`config.mk`:
```
export PLATFORM = sky130hd
export DESIGN_NAME = stn_panel_display_controller
export DESIGN_NICKNAME = d
export VERILOG_FILES = /design/src/rtl/display_pkg.sv /design/src/rtl/stn_panel_display_controller.sv /design/src/rtl/contrast_pwm.sv
export SDC_FILE = /design/constraint.sdc
export NUM_CORES = 1
export LEC_CHECK = 0
export ABC_AREA = 1
export ABC_CLOCK_PERIOD_IN_PS = 9700
export CAP_MARGIN = 20
export CORE_MARGIN = 2
export CORE_UTILIZATION = 60
export DETAILED_ROUTE_END_ITERATION = 8
export DONT_BUFFER_PORTS = 1
export HOLD_SLACK_MARGIN = 0.08
export PLACE_DENSITY = 0.85
export SLEW_MARGIN = 30
export SYNTH_ARGS = -nofsm -noshare
export SYNTH_HDL_FRONTEND = slang
export SYNTH_HIERARCHICAL = 1
export SYNTH_SLANG_ARGS = --single-unit
```
`constraint.sdc`:
```
create_clock -name core_clk -period 9.7 [get_ports core_clk]
set_clock_uncertainty 0.2 [all_clocks]
set_input_delay 1.94 -clock core_clk [delete_from_list [all_inputs] [get_ports core_clk]]
set_output_delay 1.94 -clock core_clk [all_outputs]
set_load 0.02 [all_outputs]
```
`src/rtl/display_pkg.sv`:
```
// Register map, field layout and reset values of the panel display block
package display_pkg;

	// ****************************************
	// Register offsets
	// ****************************************
	localparam logic [7:0] OFS_CTRL     = 8'h40;
	localparam logic [7:0] OFS_CLKC     = 8'h44;
	localparam logic [7:0] OFS_CONTRAST = 8'h48;
	localparam logic [7:0] OFS_PALETTE  = 8'h4c;
	localparam logic [7:0] OFS_WIDTH    = 8'h50;
	localparam logic [7:0] OFS_HEIGHT   = 8'h54;
	localparam logic [7:0] OFS_VWIDTH   = 8'h58;
	localparam logic [7:0] OFS_BASE     = 8'h5c;
	localparam logic [7:0] OFS_ACPER    = 8'h60;
	localparam logic [7:0] OFS_STATUS   = 8'h64;

	// ****************************************
	// Field positions
	// ****************************************
	localparam int CTRL_OFF  = 7;
	localparam int CTRL_DARK = 6;
	localparam int CTRL_INV  = 5;
	localparam int CTRL_G16  = 3;
	localparam int CTRL_G4   = 2;
	localparam int CTRL_PWM  = 1;
	localparam int CTRL_FRC  = 0;
	localparam int CLKC_BUSW = 4;

	// ****************************************
	// Reset values and counts
	// ****************************************
	localparam logic [7:0]  CTRL_RST     = 8'h80;
	localparam logic [7:0]  CLKC_RST     = 8'h00;
	localparam logic [5:0]  CONTRAST_RST = 6'h00;
	localparam logic [7:0]  PALETTE_RST  = 8'he4;
	localparam logic [10:0] WIDTH_RST    = 11'h0a0;
	localparam logic [9:0]  HEIGHT_RST   = 10'h078;
	localparam logic [9:0]  VWIDTH_RST   = 10'h014;
	localparam logic [14:0] BASE_RST     = 15'h0000;
	localparam logic [4:0]  ACPER_RST    = 5'h00;
	localparam logic [4:0]  FRC_LAST     = 5'h1e;
	localparam logic [1:0]  RESP_OKAY    = 2'h0;
	localparam logic [1:0]  RESP_SLVERR  = 2'h2;

	typedef enum logic [1:0] {
		BUS_1 = 2'b00,
		BUS_4 = 2'b01,
		BUS_8 = 2'b10
	} bus_w_t;

	// Panel-side signal group
	typedef struct packed {
		logic       fm;
		logic       lp;
		logic       lp2;
		logic       ac;
		logic       sclk;
		logic [7:0] data;
	} panel_t;

endpackage

```
`src/rtl/stn_panel_display_controller.sv`:
```
// Panel display controller: register slave, fetch, timing and pins
`timescale 1ns/1ps
module stn_panel_display_controller #(
	parameter int ADDR_W = 15   // Display buffer address width
) (
	input  wire logic              core_clk,      // Core clock
	input  wire logic              reset,         // Async reset, high
	input  wire logic [7:0]        s_axi_awaddr,  // Write address
	input  wire logic              s_axi_awvalid, // Write addr valid
	output logic                   s_axi_awready, // Write addr ready
	input  wire logic [31:0]       s_axi_wdata,   // Write data
	input  wire logic [3:0]        s_axi_wstrb,   // Byte enables
	input  wire logic              s_axi_wvalid,  // Write data valid
	output logic                   s_axi_wready,  // Write data ready
	output logic [1:0]             s_axi_bresp,   // Write response
	output logic                   s_axi_bvalid,  // Write resp valid
	input  wire logic              s_axi_bready,  // Write resp ready
	input  wire logic [7:0]        s_axi_araddr,  // Read address
	input  wire logic              s_axi_arvalid, // Read addr valid
	output logic                   s_axi_arready, // Read addr ready
	output logic [31:0]            s_axi_rdata,   // Read data
	output logic [1:0]             s_axi_rresp,   // Read response
	output logic                   s_axi_rvalid,  // Read data valid
	input  wire logic              s_axi_rready,  // Read data ready
	input  wire logic              display_clock, // Display clock pin
	output logic                   mem_rd,        // Buffer read strobe
	output logic [ADDR_W-1:0]      mem_addr,      // Buffer address
	input  wire logic [7:0]        mem_rdata,     // Data, next cycle
	input  wire logic [10:0]       shared_port_out_value, // Port values
	output logic                   frame_marker,     // Frame marker
	output logic                   line_latch_pulse, // Line latch
	output logic                   gray_line_pulse,  // Second line pulse
	output logic                   polarity_alt_out, // Polarity alt
	output logic                   shift_clock_out,  // Shift clock
	output logic [7:0]             pixel_data_bus,   // Pixel data
	output logic                   converter_power_out, // Power on
	output logic                   contrast_out      // Contrast PWM
);

	if (ADDR_W < 10 || ADDR_W > 16) begin : g_chk
		$error("ADDR_W out of range");
	end

	typedef enum logic [1:0] {
		F_IDLE = 2'b00,
		F_WAIT = 2'b01
	} fetch_t;

	typedef struct packed {
		logic                 awready;
		logic                 wready;
		logic                 bvalid;
		logic                 arready;
		logic                 rvalid;
		logic                 aw_got;
		logic                 w_got;
		logic [7:0]           waddr;
		logic [31:0]          wdata;
		logic [3:0]           wstrb;
		logic [1:0]           bresp;
		logic [1:0]           rresp;
		logic [31:0]          rdata;
		logic [7:0]           ctrl;
		logic [7:0]           clkc;
		logic [7:0]           pal;
		logic [5:0]           contrast;
		logic [10:0]          width;
		logic [9:0]           height;
		logic [9:0]           vwidth;
		logic [ADDR_W-1:0]    base;
		logic [4:0]           acper;
		logic                 clk_s1;
		logic                 clk_s2;
		logic                 clk_d;
		fetch_t               st;
		logic [7:0]           byte_v;
		logic [3:0]           left;
		logic [3:0]           dots;
		logic [7:0]           word;
		logic                 rdy;
		logic                 mem_rd;
		logic [ADDR_W-1:0]    addr;
		logic [ADDR_W-1:0]    line_addr;
		logic [10:0]          pix;
		logic [9:0]           line;
		logic [4:0]           ac_cnt;
		logic [4:0]           phase;
		logic                 pend;
		logic                 pend_last;
		display_pkg::panel_t  pan;
		display_pkg::panel_t  pins;
		logic                 pwr;
	} state_t;

	localparam state_t S_RST = '{
		ctrl:     display_pkg::CTRL_RST,
		clkc:     display_pkg::CLKC_RST,
		pal:      display_pkg::PALETTE_RST,
		contrast: display_pkg::CONTRAST_RST,
		width:    display_pkg::WIDTH_RST,
		height:   display_pkg::HEIGHT_RST,
		vwidth:   display_pkg::VWIDTH_RST,
		base:     ADDR_W'(display_pkg::BASE_RST),
		acper:    display_pkg::ACPER_RST,
		st:       F_IDLE,
		default:  '0
	};

	state_t s;
	state_t n;

	// ****************************************
	// Helpers
	// ****************************************
	function automatic logic [31:0] merge(input logic [31:0] o,
		input logic [31:0] d, input logic [3:0] b);
		logic [31:0] r;
		r = o;
		for (int i = 0; i < 4; i++) begin
			if (b[i]) begin
				r[8*i +: 8] = d[8*i +: 8];
			end
		end
		return r;
	endfunction

	// Dots moved per shift clock, from the bus width field
	function automatic logic [3:0] bus_dots(input logic [7:0] c);
		case (c[display_pkg::CLKC_BUSW +: 2])
			display_pkg::BUS_1: return 4'h1;
			display_pkg::BUS_4: return 4'h4;
			default:            return 4'h8;
		endcase
	endfunction

	// ****************************************
	// Next state
	// ****************************************
	always_comb begin
		logic        tick;
		logic        ld;
		logic        lend;
		logic        last;
		logic        off;
		logic        dot;
		logic [4:0]  lvl;
		logic [3:0]  bw;
		logic [3:0]  bpp;
		logic [1:0]  p2;
		logic [10:0] half;
		logic [10:0] npix;
		tick = 1'b0;
		ld   = 1'b0;
		lend = 1'b0;
		last = 1'b0;
		off  = 1'b0;
		dot  = 1'b0;
		lvl  = '0;
		bw   = '0;
		bpp  = '0;
		p2   = '0;
		half = '0;
		npix = '0;
		n = s;
		n.mem_rd = 1'b0;

		// Register slave, write side
		if (s_axi_awvalid && s.awready) begin
			n.aw_got = 1'b1;
			n.waddr  = s_axi_awaddr;
		end
		if (s_axi_wvalid && s.wready) begin
			n.w_got = 1'b1;
			n.wdata = s_axi_wdata;
			n.wstrb = s_axi_wstrb;
		end
		if (s.aw_got && s.w_got && !s.bvalid) begin
			n.aw_got = 1'b0;
			n.w_got  = 1'b0;
			n.bvalid = 1'b1;
			n.bresp  = display_pkg::RESP_OKAY;
			case (s.waddr)
				display_pkg::OFS_CTRL:
					n.ctrl = 8'(merge(32'(s.ctrl), s.wdata, s.wstrb));
				display_pkg::OFS_CLKC:
					n.clkc = 8'(merge(32'(s.clkc), s.wdata, s.wstrb));
				display_pkg::OFS_CONTRAST:
					n.contrast = 6'(merge(32'(s.contrast), s.wdata,
						s.wstrb));
				display_pkg::OFS_PALETTE:
					n.pal = 8'(merge(32'(s.pal), s.wdata, s.wstrb));
				display_pkg::OFS_WIDTH:
					n.width = 11'(merge(32'(s.width), s.wdata, s.wstrb));
				display_pkg::OFS_HEIGHT:
					n.height = 10'(merge(32'(s.height), s.wdata,
						s.wstrb));
				display_pkg::OFS_VWIDTH:
					n.vwidth = 10'(merge(32'(s.vwidth), s.wdata,
						s.wstrb));
				display_pkg::OFS_BASE:
					n.base = ADDR_W'(merge(32'(s.base), s.wdata,
						s.wstrb));
				display_pkg::OFS_ACPER:
					n.acper = 5'(merge(32'(s.acper), s.wdata, s.wstrb));
				display_pkg::OFS_STATUS: n.bresp = display_pkg::RESP_OKAY;
				default: n.bresp = display_pkg::RESP_SLVERR;
			endcase
		end
		if (s.bvalid && s_axi_bready) begin
			n.bvalid = 1'b0;
		end
		n.awready = !n.aw_got && !n.bvalid;
		n.wready  = !n.w_got && !n.bvalid;

		// Register slave, read side
		if (s_axi_arvalid && s.arready) begin
			n.rvalid = 1'b1;
			n.rresp  = display_pkg::RESP_OKAY;
			case (s_axi_araddr)
				display_pkg::OFS_CTRL:     n.rdata = 32'(s.ctrl);
				display_pkg::OFS_CLKC:     n.rdata = 32'(s.clkc);
				display_pkg::OFS_CONTRAST: n.rdata = 32'(s.contrast);
				display_pkg::OFS_PALETTE:  n.rdata = 32'(s.pal);
				display_pkg::OFS_WIDTH:    n.rdata = 32'(s.width);
				display_pkg::OFS_HEIGHT:   n.rdata = 32'(s.height);
				display_pkg::OFS_VWIDTH:   n.rdata = 32'(s.vwidth);
				display_pkg::OFS_BASE:     n.rdata = 32'(s.base);
				display_pkg::OFS_ACPER:    n.rdata = 32'(s.acper);
				display_pkg::OFS_STATUS:
					n.rdata = 32'({s.pan.ac, s.pan.fm, s.phase, s.line});
				default: begin
					n.rdata = '0;
					n.rresp = display_pkg::RESP_SLVERR;
				end
			endcase
		end
		if (s.rvalid && s_axi_rready) begin
			n.rvalid = 1'b0;
		end
		n.arready = !n.rvalid;

		// Display clock pin: two flops, then edge find
		n.clk_s1 = display_clock;
		n.clk_s2 = s.clk_s1;
		n.clk_d  = s.clk_s2;
		tick = s.clk_s2 && !s.clk_d;
		off  = s.ctrl[display_pkg::CTRL_OFF];
		bw   = bus_dots(s.clkc);
		bpp  = s.ctrl[display_pkg::CTRL_G16] ? 4'h4 :
			(s.ctrl[display_pkg::CTRL_G4] ? 4'h2 : 4'h1);

		// Fetch and dot assembly run between shift clock loads
		case (s.st)
			F_IDLE: begin
				if (!s.rdy && s.left == '0) begin
					n.mem_rd = 1'b1;
					n.st     = F_WAIT;
				end else if (!s.rdy) begin
					// Leftmost pixel sits in the top bits of the byte
					p2 = s.byte_v[7:6];
					case (bpp)
						4'h4: lvl = {s.byte_v[7:4], s.byte_v[7]};
						4'h2: lvl = {s.pal[{p2, 1'b0} +: 2],
							s.pal[{p2, 1'b0} +: 2], s.pal[{p2, 1'b0} + 1]};
						default: lvl = s.byte_v[7] ? 5'h1f : 5'h00;
					endcase
					// Frame-rate control spreads a level over frames
					dot = s.ctrl[display_pkg::CTRL_FRC] ?
						(lvl > s.phase) : lvl[4];
					n.word   = {s.word[6:0], dot};
					n.byte_v = s.byte_v << bpp;
					n.left   = s.left - bpp;
					n.dots   = s.dots + 4'h1;
					n.rdy    = (s.dots + 4'h1 == bw);
				end
			end
			F_WAIT: begin
				// Strobe cycle first; the buffer answers the cycle after
				if (!s.mem_rd) begin
					n.byte_v = mem_rdata;
					n.left   = 4'h8;
					n.addr   = s.addr + 1'b1;
					n.st     = F_IDLE;
				end
			end
			default: n.st = F_IDLE;
		endcase

		// Shift clock; new data goes out on its rising edge so the
		// panel sees it settled at the falling edge
		if (tick) begin
			n.pan.sclk = !s.pan.sclk;
			n.pan.lp   = 1'b0;
			n.pan.lp2  = 1'b0;
		end
		ld   = tick && !s.pan.sclk;
		npix = s.pix + 11'(bw);
		half = s.width >> 1;
		lend = ld && (npix >= s.width);
		// At or past the end, so a smaller height still wraps at once
		last = (s.line >= s.height - 10'h1);
		if (ld) begin
			n.pan.data = s.ctrl[display_pkg::CTRL_INV] ?
				~s.word : s.word;
			n.rdy  = 1'b0;
			n.dots = '0;
			n.word = '0;
			n.pix  = npix;
			if (s.ctrl[display_pkg::CTRL_PWM] && s.pix < half &&
				npix >= half) begin
				n.pan.lp2 = 1'b1;
			end
		end
		if (lend) begin
			n.pix    = '0;
			n.left   = '0;
			// Latch waits until the last word has been shifted in
			n.pend      = 1'b1;
			n.pend_last = last;
			if (last) begin
				n.line      = '0;
				n.line_addr = s.base;
				n.addr      = s.base;
				n.phase = (s.phase == display_pkg::FRC_LAST) ?
					'0 : s.phase + 5'h1;
			end else begin
				// Virtual page width steps between stored lines
				n.line      = s.line + 10'h1;
				n.line_addr = s.line_addr + ADDR_W'(s.vwidth);
				n.addr      = s.line_addr + ADDR_W'(s.vwidth);
			end
		end
		// Pulses go out one cycle after the falling shift edge
		if (s.pend && !s.pan.sclk && !tick) begin
			n.pend    = 1'b0;
			n.pan.lp  = 1'b1;
			n.pan.lp2 = !s.ctrl[display_pkg::CTRL_PWM];
			n.pan.fm  = s.pend_last;
			if (s.acper == '0) begin
				n.pan.ac = s.pan.ac ^ s.pend_last;
			end else if (s.ac_cnt + 5'h1 >= s.acper) begin
				n.ac_cnt = '0;
				n.pan.ac = !s.pan.ac;
			end else begin
				n.ac_cnt = s.ac_cnt + 5'h1;
			end
		end

		// Pins: when off, the shared port values take over, lp2 and sclk held low
		n.pwr = !off;
		if (off) begin
			n.pins.fm   = shared_port_out_value[6];
			n.pins.lp   = shared_port_out_value[5];
			n.pins.ac   = shared_port_out_value[4];
			n.pins.lp2  = 1'b0;
			n.pins.sclk = 1'b0;
			n.pins.data = {shared_port_out_value[10:7],
				shared_port_out_value[3:0]};
		end else begin
			n.pins = s.pan;
			case (bw)
				4'h1: n.pins.data = {shared_port_out_value[10:7],
					shared_port_out_value[3:1], s.pan.data[0]};
				4'h4: n.pins.data = {shared_port_out_value[10:7],
					s.pan.data[3:0]};
				default: n.pins.data = s.pan.data;
			endcase
		end
	end

	always_ff @(posedge core_clk or posedge reset) begin
		if (reset) begin
			s <= S_RST;
		end else begin
			s <= n;
		end
	end

	contrast_pwm #(
		.CNT_W (6)
	) u_contrast (
		.core_clk     (core_clk),
		.reset        (reset),
		.step         (s.clk_s2 && !s.clk_d),
		.level        (s.contrast),
		.dark         (s.ctrl[display_pkg::CTRL_DARK]),
		.contrast_out (contrast_out)
	);

	assign s_axi_awready       = s.awready;
	assign s_axi_wready        = s.wready;
	assign s_axi_bvalid        = s.bvalid;
	assign s_axi_bresp         = s.bresp;
	assign s_axi_arready       = s.arready;
	assign s_axi_rvalid        = s.rvalid;
	assign s_axi_rresp         = s.rresp;
	assign s_axi_rdata         = s.rdata;
	assign mem_rd              = s.mem_rd;
	assign mem_addr            = s.addr;
	assign frame_marker        = s.pins.fm;
	assign line_latch_pulse    = s.pins.lp;
	assign gray_line_pulse     = s.pins.lp2;
	assign polarity_alt_out    = s.pins.ac;
	assign shift_clock_out     = s.pins.sclk;
	assign pixel_data_bus      = s.pins.data;
	assign converter_power_out = s.pwr;
endmodule

```
`src/rtl/contrast_pwm.sv`:
```
// Contrast and blanking PWM generator
`timescale 1ns/1ps
module contrast_pwm #(
	parameter int CNT_W = 6     // Width of level and PWM counter
) (
	input  wire logic             core_clk,     // Core clock
	input  wire logic             reset,        // Async reset, high
	input  wire logic             step,         // One-cycle PWM step
	input  wire logic [CNT_W-1:0] level,        // Contrast level
	input  wire logic             dark,         // Force dark
	output logic                  contrast_out  // Contrast PWM pin
);

	if (CNT_W < 2 || CNT_W > 8) begin : g_chk
		$error("CNT_W out of range");
	end

	typedef struct packed {
		logic [CNT_W-1:0] cnt;
		logic             out;
	} pwm_state_t;

	pwm_state_t s;
	pwm_state_t n;

	always_comb begin
		n = s;
		if (step) begin
			n.cnt = s.cnt + 1'b1;
		end
		// Higher level means shorter high time, lower contrast
		if (dark) begin
			n.out = 1'b0;
		end else if (level == '0) begin
			n.out = 1'b1;
		end else begin
			n.out = (s.cnt >= level);
		end
	end

	always_ff @(posedge core_clk or posedge reset) begin
		if (reset) begin
			s <= '0;
		end else begin
			s <= n;
		end
	end

	assign contrast_out = s.out;

endmodule

```
==> reports/results.ini, run 1 <==
[status]
outcome=finished, final reports clean

[routing]
avgRoutedWirePerCell_um=18.53
vias_per_cell=5.826
drc=0
vias=11921
drtIter0Drc=1275
wirelength_mm=37.91
ant_nets=0
detailedRoute.firstPassIterationCount=5

[global_routing]
antenna_found_initial=0
grt-ovfl-total=0
grt_pass1_wl_mm=61.51
track_usage_pct=30.32
grt_start_max_net_pins=108
grt_pass1_vias=11634

[timing]
fin_crit_sh_pct=50.35
slew_violations=0
hold_viol=0
tightest_slew_ps=815.4
holdWs_ps=153.1
setup-tns-final_ps=0
max_slew_margin_pct=45.19
period_minus_slack_ps=4884
setup_viol_count_final=0
max_clock_freq_mhz=204.8
rsz0062_at_grt=no

[placed_design]
routabilityCongestion=0.9781
dpl_cell_area_um2=14380
dp_hpwl_mm=27.93
port_buffers=0

[setup_path]
end_kind=flop
critPathKind=flop to flop
cp.required_ps=10000
cp-start-kind=flop
cp_cell_sequence=nor2_1, ha_1, ha_1, nand2_1, o21ai_1, nand2_1, nor2_1, nand3_1, nand2_1, nand2_1, ha_1, nand2_1, inv_1, nand3_1, nor2_1, nand2_1, nand4_2, nand2_4, inv_2, o211ai_1, o21ai_0, nand2_1, nand2_1
worstPathArrival_ps=5180
endpoint=mem_addr[0]
cpPeakStageDelay_ps=650
critPathMaxFanout=37
critPathLaunch=s[191]
crit_top_cell=nand2_1
critPathSlowestCell=inv_2
r2r_start=s[191]
reg2reg_depth=23
reg2reg_slack_ps=4820
r2r_end=mem_addr[0]

[synthesis]
synth-simple-area-share_pct=19.63
netlist.area_leader.share_pct=42.49
synth_seq_cells=259
synth_compound_area_share_pct=14.36
synth_top_cell_by_area=dfrtp_1
synth_top_family_by_area=simple AND/OR/NAND/NOR gates
syn_area_um2=14490
synth_cell_types=57
ys_top_cells_by_area=dfrtp_1, nand2_1, ha_1
synth_ff_type=dfrtp_1
synthCells=1749
synthMuxAreaShare_pct=0.6218
async_flop_share_pct=100.0
post_synth_xor_area_fraction_pct=3.144
syn_area_per_cell_um2=8.283
seq_area_frac_synth_pct=44.85
synth_warnings=6
synth_edf_count=0
synth_fa_ha_area_share_pct=7.272

[finish]
n_antenna_cell=0
stdcell_area_um2=15360
drive_gt1_share_pct=7.354
fin_nets=1868
syn_to_final_growth_pct=6.037
num-fill-cells=1883

[clock_tree]
cts.sinks=259
post_cts_buffers=0
cts-buffers-inserted=28
path_clk_slew_ps=60
hold_buffers=0
root_buffer=clkbuf_16
cts_resized=0
cts_tree=yes
clk_latency_ps=570
htreeDepth=1
clockBufferDepth=3

[floorplan]
rows=56
start_util_pct=61.36
dieArea_um2=25410
die_x_um=159.4
die_h_um=159.4
ios=151
coreArea_um2=23610

[pwr]
power.density_nw_per_um2=252.8
power_mw=3.884
vdd_drop_max_mv=0.1855
power.leakage_nw=7.362

[job]
cap_violations=0

[min_path]
min_path_type=flop to flop

[synthesized netlist by cell type, drive strengths merged (3+ instances only)]
cell	number
a31oi	9
nor3	19
o221ai	4
clkbuf	20
a22oi	11
ha	81
nand4	23
nor4	7
mux2	8
dfrtp	246
buf	73
xnor2	14
o2111ai	3
clkinv	3
nand2	413
o21a	3
o211ai	17
o31ai	5
dfstp	13
inv	225
nand3b	3
nor2	98
nand3	84
o22ai	19
a21oi	86
a22o	3
o21bai	3
o21ai	201
xor2	38
[registers in the layout, indices dropped and copies added, names as in the netlist, 2 cells and up]
signal,count
n,2
pixel_data_bus,8
s,196
u_contrast/s,6
s_axi_rdata,17
mem_addr,15
[power breakdown]
group          switching, mW  internal, mW  total [mW]
Clock                  0.457         0.653        1.11
Combinational          0.785         0.388        1.17
Sequential             0.274          1.33        1.60
Total                   1.52          2.37        3.88
[worst min path at each step]
stage | start | endpoint | slack [ps] | depth (start not counted)
global route | n[119] | n[118] | 170 | 0
CTS | n[119] | n[118] | 160 | 0
finish | n[119] | n[118] | 150 | 0
floorplan | n[119] | n[118] | 130 | 0
global placement | n[119] | n[118] | 130 | 0
detailed placement | n[119] | n[118] | 150 | 0
[layout make-up]
class / count / area [µm²] / share of cell area [%]
Timing Repair Buffer: 4 / 33.78 / 0.2199
Sequential cell: 259 / 6497 / 42.30
Multi-Input combinational cell: 1185 / 6588 / 42.88
Tap cell: 319 / 399.1 / 2.598
Clock inverter: 15 / 197.7 / 1.287
Clock buffer: 36 / 780.7 / 5.082
Inverter: 228 / 865.8 / 5.636
[logic make-up after synthesis]
kind of cell               after synthesis
and+or+nand+nor                        652
AOI/OAI and AO/OA                      373
buffers and inverters                  321
DFF                                    259
adders and majority gates               83
xor gates and xnor gates                52
muxes                                    8
other                                    1
[critical path, delay by kind of cell, from the launching register on]
family,cells,cell delay [ps]
and+or+nand+nor,15,1920
adders and majority gates,3,740
AOI/OAI and AO/OA,3,650
buffers and inverters,2,710
DFF,1,550
[per-layer routing]
layer	share of wire, %	wire length [µm]	up-vias	track usage, %
li1	-	-	5618	-
met1	41	15480	5664	39.96
met2	46	17360	518	48.30
met3	7.6	2885	121	5.158
met4	5.8	2184	0	16.12
met5	0	0	-	0
[stage by stage]
| step | std cells | setup WS, ps | util [%] |
|---|---|---|---|
| 2_1_floorplan | 1765 | 653.2 | - |
| 3_3_place_gp | 1995 | 5152 | 60.90 |
| 3_5_place_dp | 1995 | 5020 | 60.90 |
| 4_1_cts | 2046 | 4977 | 65.04 |
| 5_1_grt | 2046 | 4394 | 65.06 |
| 6_report | 2046 | 4816 | 65.06 |
[placed cells by master, fill, tap and decap left out, drive strengths merged, types with 5 or more instances in the layout]
cell type / synthesis / final
o21ai: 201 / 201
nor3: 19 / 19
o211ai: 17 / 17
a22oi: 11 / 11
nor4: 7 / 7
inv: 225 / 225
a21oi: 86 / 86
a31oi: 9 / 9
ha: 81 / 81
nand4: 23 / 23
o22ai: 19 / 19
mux2: 8 / 8
clkinv: 3 / 9
nand2: 413 / 413
clkinvlp: 0 / 6
xor2: 38 / 38
clkbuf: 20 / 36
dfrtp: 246 / 246
conb: 1 / 17
nor2: 98 / 98
nand3: 84 / 84
o31ai: 5 / 5
dfstp: 13 / 13
xnor2: 14 / 14
No activity file was read; power rests on OpenSTA's default activity.
==> inputs of run 2 (changes only) <==
--- a/config.mk
+++ b/config.mk
@@ -5,11 +5,11 @@
 export SDC_FILE = /design/constraint.sdc
 export NUM_CORES = 1
 export LEC_CHECK = 0
-export ABC_AREA = 1
-export ABC_CLOCK_PERIOD_IN_PS = 9700
+export ABC_AREA = 0
+export ABC_CLOCK_PERIOD_IN_PS = 4200
 export CAP_MARGIN = 20
 export CORE_MARGIN = 2
-export CORE_UTILIZATION = 60
+export CORE_UTILIZATION = 58
 export DETAILED_ROUTE_END_ITERATION = 8
 export DONT_BUFFER_PORTS = 1
 export HOLD_SLACK_MARGIN = 0.08
==> constraint.sdc (replaced) <==
create_clock -name core_clk -period 4.2 [get_ports core_clk]
set_clock_uncertainty 0.2 [all_clocks]
set_input_delay 0.84 -clock core_clk [delete_from_list [all_inputs] [get_ports core_clk]]
set_output_delay 0.84 -clock core_clk [all_outputs]
set_load 0.02 [all_outputs]
==> run 2 against run 1 <==
Effect of this change:
- worst hold slack got worse by 22 ps
- clock-buffer cell count increased by 4
- sequential power increased by 150%
- worst setup slack got worse by 4600 ps
- via count decreased by 8.9%
- critical path type unchanged
- highest routed layer is now met5
==> reports/results.ini, run 2 <==
[status]
outcome=finished, final reports clean

[setup_path]
critPathKind=flop to flop
cpPeakStageDelay_ps=460  ; -190 ps
cp.required_ps=4430  ; -5570 ps
crit_buf_inv=1  ; -1
cp_cell_sequence=nor2_2, ha_1, ha_1, nand3_1, nand2_1, nand3_1, nor2_1, xor2_1, ha_1, o21a_1, o21a_1, and3_1, a21oi_2, buf_12, nor2_1, a22o_1
cp.depth=16  ; -30%
reg2reg_slack_ps=230  ; -4580 ps
critPathLaunch=s[190]
cp-start-kind=flop
crit_top_cell=ha_1
worstPathArrival_ps=4190  ; -990 ps
r2r_end=s[44]
end_kind=flop
reg2reg_depth=16  ; -30%
r2r_start=s[190]
crit_family=simple AND/OR/NAND/NOR gates
critPathMaxFanout=38  ; +2.7%
critPathSlowestCell=dfrtp_1

[timing]
hold_viol=0  ; unchanged
rsz0062_at_grt=no
setup_viol_count_final=0  ; unchanged
period_minus_slack_ps=3968  ; -916.0 ps
tightest_slew_ps=790.0  ; -25.45 ps
max_clock_freq_mhz=252.0  ; +23%
max_slew_margin_pct=47.19  ; +2.0 points
holdWs_ps=130.7  ; -22.40 ps
fin_crit_sh_pct=94.47  ; +44 points
slew_violations=0  ; unchanged
layout_setup_ws_ps=232.1  ; -4584 ps

[global_routing]
grt-ovfl-total=0  ; unchanged
grt_pass1_wl_mm=58.34  ; -5.2%
grt_pass1_vias=10819  ; -7.0%
antenna_found_initial=2  ; +2
grt_start_max_net_pins=86  ; -20%
track_usage_pct=27.84  ; -2.5 points

[synthesis]
async_flop_share_pct=100.0  ; unchanged
synth_edf_count=0  ; unchanged
synth-simple-area-share_pct=14.09  ; -5.5 points
synth_fa_ha_area_share_pct=7.153  ; -0.12 points
seq_area_frac_synth_pct=44.11  ; -0.74 points
synthCells=1432  ; -18%
netlist.area_leader.share_pct=41.79  ; -0.70 points
synth_warnings=6  ; unchanged
synth_ff_type=dfrtp_1
yosys-top-cells-count=dfrtp_1, nand2_1, mux2_2
post_synth_xor_area_fraction_pct=3.627  ; +0.48 points
synth_compound_area_share_pct=13.45  ; -0.92 points
synthMuxAreaShare_pct=11.53  ; +11 points
syn_area_um2=14730  ; +1.7%
synth_cell_types=89  ; +56%
synth_seq_cells=259  ; unchanged
ys_top_cells_by_area=dfrtp_1, mux2_2, ha_1
synth_top_family_by_area=simple AND/OR/NAND/NOR gates
synth_top_cell_by_area=dfrtp_1
yosysMostFrequentCell=dfrtp_1
syn_area_per_cell_um2=10.29  ; +24%

[routing]
vias=10856  ; -8.9%
drc=0  ; unchanged
detailedRoute.firstPassIterationCount=7  ; +2
drtIter0Drc=1045  ; -18%
avgRoutedWirePerCell_um=20.99  ; +13%
vias_per_cell=6.243  ; +7.1%
ant_nets=0  ; unchanged
wirelength_mm=36.50  ; -3.7%

[placed_design]
dp_hpwl_mm=26.74  ; -4.3%
port_buffers=0  ; unchanged
post-place-ws_ps=178.1  ; -4842 ps
routabilityCongestion=0.9894  ; +1.2%
dpl_cell_area_um2=14740  ; +2.5%

[pwr]
combinationalPowerShare_pct=28.2  ; -2.0 points
power.net_switching_mw=3.295  ; +120%
power_mw=9.071  ; +130%
power.leakage_nw=7.121  ; -3.3%
p_clk_share_pct=28.4  ; -0.2 points
p_sw_share_pct=36.33  ; -2.7 points
pwr-share-seq_pct=43.4  ; +2.2 points
vdd_drop_max_mv=0.4720  ; +150%
power.density_nw_per_um2=577.1  ; +130%
internal-power_mw=5.776  ; +140%

[clock_tree]
cts-buffers-inserted=28  ; unchanged
path_clk_slew_ps=60  ; about the same
clockBufferDepth=3  ; unchanged
htreeDepth=1  ; unchanged
root_buffer=clkbuf_16
cts.sinks=259  ; unchanged
clk_latency_ps=540  ; -30 ps
post_cts_buffers=0  ; unchanged
cts_tree=yes

[floorplan]
coreArea_um2=25040  ; +6.0%
die_x_um=163.4  ; +2.5%
ios=151  ; unchanged
die_h_um=163.4  ; +2.5%
start_util_pct=58.83  ; -2.5 points
dieArea_um2=26690  ; +5.0%
rows=58  ; +3.6%

[min_path]
min_path_cells=0  ; unchanged
hp-start=display_clock
min_path_type=input pin to flop
min_to=n[119]

[finish]
regMostFlops=s
syn_to_final_growth_pct=6.711
drive_gt1_share_pct=17.26  ; +9.9 points
final_common_cell=dfrtp_1
largest_reg_flops=196  ; unchanged
stdcell_area_um2=15720  ; +2.3%
fin_util_pct=62.78  ; -2.3 points
most-common-layout-cells=dfrtp_1, nand2_1, mux2_2
fin_nets=1550  ; -17%

[job]
cap_violations=0  ; unchanged

==> run 2: cell type report <==
type	instances	area [µm²]
fillers	1976	9319
multi-input cells	1027	7420
flip-flops and latches	259	6497
clock buffers	40	807.0
well taps	330	412.9
repair buffers	22	230.2
inverters	50	191.4
clock inverters	10	156.4
diodes	1	2.502
==> run 2: kinds of logic (layout without fill, tap and decap cells) <==
logic type | after synthesis | after routing
AO/OA/AOI/OAI | 302 | 302
flip-flops | 259 | 259
buffers and inverters | 162 | 122
other | 1 | 18
multiplexers | 148 | 148
AND/OR/NAND/NOR | 416 | 416
adder cells (fa/ha/maj) | 83 | 83
XOR/XNOR | 61 | 61
==> run 2: how the worst max path moves through the flow <==
stage and endpoint:
2_1_floorplan converter_power_out, 3_3_place_gp mem_addr[1], 3_5_place_dp s[30], 4_1_cts s[30], 5_1_grt s[44], 6_report s[44]
==> run 2: metal layers <==
metal	global-route usage (%)	vias up	part of all wire, %
li1	-	4979	-
met1	37.33	5314	41
met2	44.23	475	45
met3	7.110	84	10
met4	9.372	4	3.3
met5	0	-	0.066
==> run 2: metrics by stage <==
step | TNS, ps | cells
after detailed placement | 0 | 1687
after floorplan | -34670 | 1448
after global routing | 0 | 1738
after CTS | 0 | 1738
final | 0 | 1739
after global placement | 0 | 1687
==> run 2: power by group through the flow <==
| stage | clock (mW) | combinational, mW | sequential (mW) |
|---|---|---|---|
| after floorplan | 0 | 2.30 | 3.51 |
| after global placement | 0 | 2.41 | 3.92 |
| after detailed placement | 0 | 2.53 | 3.96 |
| after CTS | 2.60 | 2.55 | 3.92 |
| after global routing | 2.72 | 2.87 | 4.02 |
| final | 2.57 | 2.56 | 3.94 |
==> run 2: what timing repair did <==
item / 4_1_cts / 5_1_grt
endpoints found under the setup margin: 0 / 15
gates resized for setup: 0 / 2
hold buffers: 1 / 0
hold endpoints to repair: 22 / 0
